**config.mk**
```make
export PLATFORM = sky130hd
export DESIGN_NAME = src_top
export DESIGN_NICKNAME = d
export VERILOG_FILES = /design/src/core/src_pkg.sv /design/src/core/src_top.sv
export SDC_FILE = /design/constraint.sdc
export NUM_CORES = 1
export LEC_CHECK = 0
export ABC_AREA = 1
export ABC_CLOCK_PERIOD_IN_PS = 115900
export BUFFER_PORTS_ARGS = -buffer_cell sky130_fd_sc_hd__buf_4
export CAP_MARGIN = 20
export CORE_UTILIZATION = 25
export DETAILED_ROUTE_END_ITERATION = 6
export PLACE_DENSITY = 0.5
export SYNTH_ARGS = -nofsm -noshare
export SYNTH_HDL_FRONTEND = slang
export SYNTH_SLANG_ARGS = --single-unit
```
**constraint.sdc**
```tcl
create_clock -name REF_CLK_I -period 115.9 [get_ports REF_CLK_I]
set_input_delay 23.18 -clock REF_CLK_I [delete_from_list [all_inputs] [get_ports REF_CLK_I]]
set_output_delay 23.18 -clock REF_CLK_I [all_outputs]
set_load 0.03 [all_outputs]
```
**src/core/src_pkg.sv**
```systemverilog
`default_nettype none
package src_pkg;
  // ****************************************
  // clock and rate selection
  // ****************************************
  localparam int unsigned CLK_HZ = 10_000_000;
  localparam int unsigned OVERSAMPLE = 16;
  localparam int SEL_W = 3;
  localparam int DIV_W = 16;
  localparam logic [SEL_W-1:0] SEL_RST = 3'h0;
  // ****************************************
  // command grammar
  // ****************************************
  localparam logic [7:0] CH_WRITE = 8'h21;
  localparam logic [7:0] CH_READ = 8'h40;
  localparam logic [7:0] CH_0 = 8'h30;
  localparam logic [7:0] CH_9 = 8'h39;
  localparam logic [7:0] CH_UA = 8'h41;
  localparam logic [7:0] CH_UF = 8'h46;
  localparam logic [7:0] CH_LA = 8'h61;
  localparam logic [7:0] CH_LF = 8'h66;
  localparam logic [7:0] CH_HEX_OFS = 8'h37;
  localparam logic [1:0] LAST_NIB = 2'h3;
  localparam int WORD_W = 16;
  localparam int NUM_REGS = 16;
  localparam int LED_W = 4;
  localparam logic [WORD_W-1:0] WORD_RST = 16'h0000;
  localparam logic [WORD_W-1:0] TOP_ADDR = 16'h000F;
  typedef enum logic [1:0] {
    ST_ADDR = 2'b00,
    ST_OP = 2'b01,
    ST_DATA = 2'b10,
    ST_SEND = 2'b11
  } src_state_e;
  // one received character from the serial receiver
  typedef struct packed {
    logic valid;
    logic [7:0] data;
  } src_char_s;
  // bit rate for each selector code
  function automatic int unsigned src_baud(input logic [SEL_W-1:0] sel);
    case (sel)
      3'h0: return 115200;
      3'h1: return 57600;
      3'h2: return 38400;
      3'h3: return 19200;
      3'h4: return 9600;
      3'h5: return 4800;
      3'h6: return 2400;
      default: return 1200;
    endcase
  endfunction
  // clocks per 16x tick, rounded to nearest
  function automatic logic [DIV_W-1:0] src_div(input logic [SEL_W-1:0] sel);
    int unsigned d;
    d = (CLK_HZ + (OVERSAMPLE * src_baud(sel)) / 2) / (OVERSAMPLE * src_baud(sel));
    return d[DIV_W-1:0];
  endfunction
endpackage
`default_nettype wire

```
**src/core/src_top.sv**
```systemverilog
// What this block does
// rate selector codes 000..111 pick 115200 down to 1200 bit/s
// selector changes take effect only through a reset
// terminal must run at the same bit rate as selected
// reduced build forces selector msb to zero, four rates remain
// command is address then '!' plus data, or '@' alone
// address and data are four hex characters each, 16 bits
// write stores data at addressed register, sends nothing back
// read returns last written value as four hex characters
// register bank decodes addresses 0x0000 to 0x000F
// indicators show last written value until the next write
// indicators take the low four bits of each written word
// 8N1 characters; bad characters drop back to waiting for address
// reset clears registers, indicators, and idles the parser
`default_nettype none
module src_top
  import src_pkg::*;
#(
  parameter bit REDUCED_SEL = 1'b0
) (
  // clock and reset
  input wire logic REF_CLK_I,
  input wire logic RESET_I,
  // rate selection
  input wire logic [SEL_W-1:0] RATE_SEL_I,
  output logic [SEL_W-1:0] RATE_CODE_O,
  output logic [DIV_W-1:0] BAUD_DIV_O,
  // characters from the receiver
  input wire src_char_s RX_CHAR_I,
  // characters to the transmitter
  output logic [7:0] TX_DATA_O,
  output logic TX_VALID_O,
  input wire logic TX_READY_I,
  // indicators
  output logic [LED_W-1:0] LED_O
);
  // ****************************************
  // character decode
  // ****************************************
  src_state_e state;
  logic [1:0] nib_cnt;
  logic [WORD_W-1:0] addr;
  logic [WORD_W-1:0] wdata;
  logic [WORD_W-1:0] rd_word;
  logic [WORD_W-1:0] regs [NUM_REGS];
  wire logic [7:0] ch = RX_CHAR_I.data;
  wire logic ch_v = RX_CHAR_I.valid;
  wire logic is_dig = (ch >= CH_0) && (ch <= CH_9);
  wire logic is_up = (ch >= CH_UA) && (ch <= CH_UF);
  wire logic is_lo = (ch >= CH_LA) && (ch <= CH_LF);
  wire logic is_hex = is_dig || is_up || is_lo;
  wire logic [7:0] nib_sub = is_dig ? CH_0 : (is_up ? CH_UA : CH_LA);
  wire logic [7:0] nib_off = ch - nib_sub;
  wire logic [3:0] nib = is_dig ? nib_off[3:0] : nib_off[3:0] + 4'hA;
  wire logic hex_in = ch_v && is_hex;
  wire logic last_nib = nib_cnt == LAST_NIB;
  wire logic [WORD_W-1:0] next_addr = {addr[WORD_W-5:0], nib};
  wire logic [WORD_W-1:0] next_wdata = {wdata[WORD_W-5:0], nib};
  wire logic addr_ok = addr <= TOP_ADDR;
  wire logic do_write = (state == ST_DATA) && hex_in && last_nib && addr_ok;
  wire logic do_read = (state == ST_OP) && ch_v && (ch == CH_READ);
  wire logic tx_take = TX_VALID_O && TX_READY_I;
  wire logic [3:0] out_nib = rd_word[WORD_W-1:WORD_W-4];
  wire logic [7:0] out_ch = (out_nib < 4'hA) ? CH_0 + {4'h0, out_nib}
                                             : CH_HEX_OFS + {4'h0, out_nib};
  wire logic [SEL_W-1:0] sel_eff = REDUCED_SEL ? {1'b0, RATE_SEL_I[SEL_W-2:0]} : RATE_SEL_I;
  // ****************************************
  // rate selection
  // ****************************************
  always_ff @(posedge REF_CLK_I) begin
    if (RESET_I) begin
      RATE_CODE_O <= sel_eff;
    end
  end
  always_ff @(posedge REF_CLK_I) begin
    if (RESET_I) begin
      BAUD_DIV_O <= src_div(sel_eff);
    end
  end
  // ****************************************
  // command parser
  // ****************************************
  always_ff @(posedge REF_CLK_I) begin
    if (RESET_I) begin
      state <= ST_ADDR;
      nib_cnt <= 2'h0;
      addr <= WORD_RST;
      wdata <= WORD_RST;
    end else begin
      case (state)
        ST_ADDR: begin
          if (hex_in) begin
            addr <= next_addr;
            nib_cnt <= nib_cnt + 2'h1;
            if (last_nib) begin
              state <= ST_OP;
            end
          end else if (ch_v) begin
            nib_cnt <= 2'h0;
          end
        end
        ST_OP: begin
          nib_cnt <= 2'h0;
          if (ch_v && ch == CH_WRITE) begin
            state <= ST_DATA;
          end else if (do_read) begin
            state <= ST_SEND;
          end else if (ch_v) begin
            state <= ST_ADDR;
          end
        end
        ST_DATA: begin
          if (hex_in) begin
            wdata <= next_wdata;
            nib_cnt <= nib_cnt + 2'h1;
            if (last_nib) begin
              state <= ST_ADDR;
            end
          end else if (ch_v) begin
            nib_cnt <= 2'h0;
            state <= ST_ADDR;
          end
        end
        ST_SEND: begin
          if (tx_take) begin
            nib_cnt <= nib_cnt + 2'h1;
            if (last_nib) begin
              state <= ST_ADDR;
            end
          end
        end
        default: state <= ST_ADDR;
      endcase
    end
  end
  // ****************************************
  // register bank and indicators
  // ****************************************
  genvar gi;
  generate
    for (gi = 0; gi < NUM_REGS; gi++) begin : g_reg
      always_ff @(posedge REF_CLK_I) begin
        if (RESET_I) begin
          regs[gi] <= WORD_RST;
        end else if (do_write && addr[3:0] == gi) begin
          regs[gi] <= next_wdata;
        end
      end
    end
  endgenerate
  always_ff @(posedge REF_CLK_I) begin
    if (RESET_I) begin
      LED_O <= '0;
    end else if (do_write) begin
      LED_O <= next_wdata[LED_W-1:0];
    end
  end
  // ****************************************
  // read reply
  // ****************************************
  always_ff @(posedge REF_CLK_I) begin
    if (RESET_I) begin
      rd_word <= WORD_RST;
      TX_VALID_O <= 1'b0;
      TX_DATA_O <= 8'h00;
    end else if (do_read) begin
      rd_word <= addr_ok ? regs[addr[3:0]] : WORD_RST;
      TX_VALID_O <= 1'b0;
    end else if (state == ST_SEND) begin
      if (!TX_VALID_O) begin
        TX_DATA_O <= out_ch;
        TX_VALID_O <= 1'b1;
        rd_word <= {rd_word[WORD_W-5:0], 4'h0};
      end else if (tx_take) begin
        TX_VALID_O <= 1'b0;
      end
    end else begin
      TX_VALID_O <= 1'b0;
    end
  end
endmodule
`default_nettype wire

```
==> results of run 1 <==
## critical path: cells and delay by family
kind / cells / cell delay, ns
compound gates: 64 / 13.26
xor+xnor: 1 / 0.14
simple gates: 100 / 12.15
mux: 1 / 0.37
buf+inv: 31 / 4.25
fa+ha+maj: 20 / 6.77
## through the flow
step	instance area [um^2]	std cells	utilization, %
floorplan	28800	4037	-
finish	31800	5560	27.8
CTS	31800	5560	27.8
global route	31800	5560	27.8
global placement	30600	5490	26.8
detailed placement	30600	5490	26.8
## metal layers
metal | wire length [um] | vias to the layer above | share of wire, % | global-route usage (%)
met5 | 12 | - | 0.012 | 0
met4 | 2230 | 2 | 2.2 | 4.17
met3 | 5300 | 135 | 5.3 | 1.86
met2 | 46000 | 729 | 46 | 27.9
met1 | 46600 | 12794 | 47 | 23.0
li1 | - | 13486 | - | -
## worst max-delay path by stage
stage / depth (start not counted) / end / from
after floorplan: 234 / BAUD_DIV_O[0] / RATE_SEL_I[2]
after global placement: 218 / BAUD_DIV_O[0] / RATE_SEL_I[2]
after detailed placement: 217 / BAUD_DIV_O[0] / RATE_SEL_I[2]
after CTS: 217 / BAUD_DIV_O[0] / RATE_SEL_I[2]
after global routing: 218 / BAUD_DIV_O[0] / RATE_SEL_I[2]
final: 217 / BAUD_DIV_O[0] / RATE_SEL_I[2]
## cells by family (layout without fill, tap and decap cells)
family	after synthesis	count (layout)	share of synthesized area [%]
simple gates	2021	2021	30.7
xor+xnor	133	133	4.08
compound gates	725	725	14.4
other cells	2	11	0.0261
fa+ha+maj	201	201	8.74
buf+inv	605	616	8.81
mux	2	2	0.0696
flops	339	339	33.2
## sequential cells by signal, indices dropped and copies added, names as in the netlist, named ones only
register and cells:
rd_word 16, wdata 12, TX_DATA_O 7, RATE_CODE_O 3, nib_cnt 2, BAUD_DIV_O 16
state 2, LED_O 4, regs 256, TX_VALID_O 1, addr 16
## cells in the final DEF, fill, tap and decap left out, types with 8 or more instances in the layout
cell type,n
o21ai_1,34
nor4_1,8
o21bai_1,19
a221oi_1,21
nand4_1,68
xnor2_1,38
a21o_1,9
a22oi_1,30
clkbuf_1,12
nor2_4,9
inv_1,407
nand2_2,58
clkbuf_16,39
xor2_1,93
nand2_1,948
a31oi_1,22
nand3_2,21
ha_1,201
buf_4,94
nand2_4,10
a21oi_1,307
nor2_2,13
nor3_1,42
or2_2,18
dfxtp_1,62
edfxtp_1,275
o311ai_0,12
clkinv_1,22
o21ai_0,208
nand3b_1,11
nor2_1,517
inv_2,24
conb_1,11
nand3_1,274
## area by class of cell
type / instances / area, um^2 / share of cell area [%]
Multi-Input combinational cell: 3093 / 16700 / 52.7
Sequential cell: 339 / 9540 / 30.0
Tap cell: 1512 / 1890 / 5.96
Inverter: 452 / 1710 / 5.38
Clock buffer: 54 / 1060 / 3.34
Timing Repair Buffer: 94 / 706 / 2.22
Clock inverter: 16 / 105 / 0.331
==> flow_summary.yaml, run 1 <==
outcome:
  status: "completed"
flow_run:
  cap_violations: 0
synthesis:
  ys_warn_count: 0
  syn_inst: 4028
  synth_area_leaders: "edfxtp_1 29%, nand2_1 12%, ha_1 8.7%"
  ys.flop_type: "edfxtp_1"
  yosys-top-cells-count: "948 x nand2_1, 518 x nor2_1, 410 x inv_1"
  syn_avg_cell_area_um2: 7.14
  yosysMostFrequentCell: "nand2_1"
  yosysUniqueCellTypes: 70
  seq_area_frac_synth_pct: 33.2
  syn-cell-area_mm2: 0.0288
  synth_seq_cells: 339
  synth_edf_count: 275
  synthArstFlopShare_pct: 0
  yosys.area.top_type: "edfxtp_1"
  synth_top_cell_area_share_pct: 28.7
timing:
  finalSetupViolCount: 0
  worst_pin_slew_ns: 1.00
  slew_headroom_pct: 32.3
  slew_viol_final: 0
  max_freq_mhz: 16.7
  rsz0062_at_grt: "false"
  holdWs_ns: 0.447
  layout_min_cycle_time_ns: 59.89
  worst_slack_ns: 56.01
  hold_viol: 0
  finClkSkew_ns: 0.0387
  fin_tns_setup_ns: 0
  period_share_pct: 51.7
clock_tree:
  post_cts_buffers: 0
  root_buffer: "clkbuf_16"
  clockBufferDepth: 3
  cts_resized: 0
  cts_made_buffers: 38
  clk_latency_ns: 0.59
  clock_sinks: 339
  cts_tree: "built"
  cts_hold_buf: 0
  path_clk_slew_ns: 0.07
  htree_levels: 2
worst_setup_path:
  rrSetupSlack_ns: 112.17
  critPathKind: "input port to flip-flop"
  cp_slowest_cell: "nor2_1"
  crit_required_ns: 116.24
  arrival_ns: 60.23
  crit_fanout: 30
  cp_common_cell: "nand2_1"
  cp-end-kind: "flip-flop"
  reg2regPathDepth: 6
  reg2reg_to: "rd_word[12]"
  max_stage_delay_ns: 0.63
  cp-start-kind: "input port"
route:
  vias: 27146
  postRouteAntennaNets: 0
  via_per_inst: 4.88
  wl_per_cell_um: 18.0
  drt-total-wl_um: 100000
  route.detailed.drc: 0
  first_pass_iters: 6
  drtIter0Drc: 2329
grt:
  grt_start_max_net_pins: 69
  grt_pass1_wl_um: 152000
  grt-ovfl-total: 0
  grt_pass1_vias: 25609
  antenna_found_initial: 1
  grtUsageTotal_pct: 16.8
place:
  io_buffers: 45
  dp_hpwl_um: 70000
  gp_congestion: 0.928
  place_ws_ns: 56.01
hold_path:
  holdPathStages: 2
  hp-class: "flip-flop to flip-flop"
  hold_end: "addr[13]"
  min_from: "addr[13]"
layout:
  fillers: 12658
  nNetsFinal: 4234
  drive_above_1_share_pct: 8.18
  num_antenna_cells: 0
  syn_to_final_growth_pct: 10.5
floorplan:
  die_h_um: 341
  num_io_pins: 47
  die-area_mm2: 0.116
  rows: 124
  start_util_pct: 25.2
  core_mm2: 0.114
  fp.dieW_um: 341
Power of run 1 is not shown: default switching activity piles up to over one toggle a cycle in this logic, so the estimate is an artifact.
==> inputs of run 2 (changes only) <==
Settings changed: ABC_CLOCK_PERIOD_IN_PS 115900 to 49600, PLACE_DENSITY 0.5 to 0.51.
Clock period 115.9 ns to 49.6 ns, I/O delays scaled along.
==> flow_summary.yaml, run 2 (same netlist as run 1, synthesis figures left out) <==
layout:
  drive_above_1_share_pct: 8.50
  num_antenna_cells: 0
  nNetsFinal: 4235
  top_register: "regs"
  largest_register_ffs: 256
  multi_input_area_mm2: 0.0168
  fillers: 12677
  final_cell_mix: "948 x nand2_1, 516 x nor2_1, 407 x inv_1"
  syn_to_final_growth_pct: 10.9
  layout_commonest_cell: "nand2_1"
  layoutNonFillerInstCount: 5561
  regArea_mm2: 0.00954
  design_area_mm2: 0.0319
worst_setup_path:
  critPathLaunch: "RATE_SEL_I[2]"
  crit_fanout: 30
  cp_slowest_cell: "or2_2"
  cp_top_family: "compound AO/OA/AOI/OAI gates"
  crit_buf_inv: 35
  reg2reg_to: "rd_word[15]"
  crit_required_ns: 49.95
  cp-end-kind: "flip-flop"
  reg2regPathDepth: 7
  arrival_ns: 46.07
  cp_common_cell: "nand2_1"
  rrSetupSlack_ns: 45.94
  max_stage_delay_ns: 0.44
  cp-start-kind: "input port"
  critPathKind: "input port to flip-flop"
hold_path:
  hold_end: "addr[13]"
  hp-class: "flip-flop to flip-flop"
  min_from: "addr[13]"
  holdPathStages: 2
floorplan:
  die-area_mm2: 0.116
  die_h_um: 341
  start_util_pct: 25.2
  num_io_pins: 47
  rows: 124
  fp.dieW_um: 341
  core_mm2: 0.114
grt:
  antenna_found_initial: 1
  grt_pass1_vias: 25770
  grt_start_max_net_pins: 84
  grtUsageTotal_pct: 16.7
  grt_pass1_wl_um: 152000
  grt-ovfl-total: 0
route:
  first_pass_iters: 6
  via_per_inst: 4.89
  route.met2.wl_um: 45200
  route.detailed.drc: 0
  drtIter0Drc: 2112
  routed.top_layer: "met5"
  wl_per_cell_um: 18.0
  postRouteAntennaNets: 0
  vias: 27210
  wl_met1_um: 46500
  drt-total-wl_um: 99900
  wl_met3_um: 5330
clock_tree:
  cts_made_buffers: 38
  htree_levels: 2
  clockBufferDepth: 3
  root_buffer: "clkbuf_16"
  post_cts_buffers: 0
  clk_latency_ns: 0.60
  cts_tree: "built"
  path_clk_slew_ns: 0.07
  clock_sinks: 339
  cts_hold_buf: 0
timing:
  finalSetupViolCount: 0
  rsz0062_at_grt: "false"
  max_freq_mhz: 21.9
  period_share_pct: 92.2
  layout_min_cycle_time_ns: 45.73
  fin_tns_setup_ns: 0
  slew_viol_final: 0
  slew_headroom_pct: 28.3
  worst_pin_slew_ns: 1.06
  hold_viol: 0
  finClkSkew_ns: 0.0367
flow_run:
  cap_violations: 0
outcome:
  status: "completed"
place:
  dp.cells: 5490
  post_dp_cell_area_mm2: 0.0306
  io_buffers: 45
  gp_congestion: 0.936
  dp_hpwl_um: 69900
==> run 2: changes by cell type in the layout (fill, tap and decap cells not counted), moves of 2 or more <==
cell / previous run / this run
clkbuf_1: 12 / 5
clkinv_1: 22 / 18
clkinv_2: 6 / 10
bufinv_16: 0 / 2
inv_6: 2 / 4
o21ai_0: 208 / 206
o21ai_1: 34 / 36
==> run 2: routing by layer <==
| metal | track usage [%] | vias up |
|---|---|---|
| li1 | - | 13523 |
| met2 | 27.1 | 747 |
| met3 | 1.99 | 141 |
| met5 | 0 | - |
| met1 | 23.1 | 12797 |
| met4 | 5.37 | 2 |
==> run 2: cell type report <==
cell class              count  share of cell area (%)
clock buffers              48                    3.29
clock inverters            22                   0.636
multi-input cells        3093                    52.6
inverters                 452                    5.36
well taps                1512                    5.93
repair buffers             95                    2.29
flip-flops and latches    339                    29.9
==> run 2: per-stage QoR <==
stage                     setup WS, ns  hold slack, ns  utilization [%]
after floorplan                   8.97           0.424                -
after global placement            3.95           0.436             26.8
after detailed placement          3.04           0.440             26.8
after CTS                         3.47           0.450             27.9
after global routing           0.00228           0.473             27.9
final                             3.87           0.448             27.9
==> run 2: how the worst max path moves through the flow <==
stage,to,cells after the start
2_1_floorplan,BAUD_DIV_O[0],234
3_3_place_gp,BAUD_DIV_O[0],217
3_5_place_dp,BAUD_DIV_O[0],215
4_1_cts,BAUD_DIV_O[0],215
5_1_grt,BAUD_DIV_O[0],226
6_report,BAUD_DIV_O[0],222
==> run 2: worst register-to-register path, delay by kind of cell, from the launching register on <==
family	cells	cell delay, ns
simple gates	2	0.70
buf+inv	2	1.47
compound gates	3	0.83
flops	1	0.57
==> run 2: what timing repair did <==
action / 4_1_cts / 5_1_grt
resized for setup: 0 / 4
endpoints found under the setup margin: 0 / 1
endpoints found under the hold margin: 0 / 0
Power of run 2 is left out for the same reason.
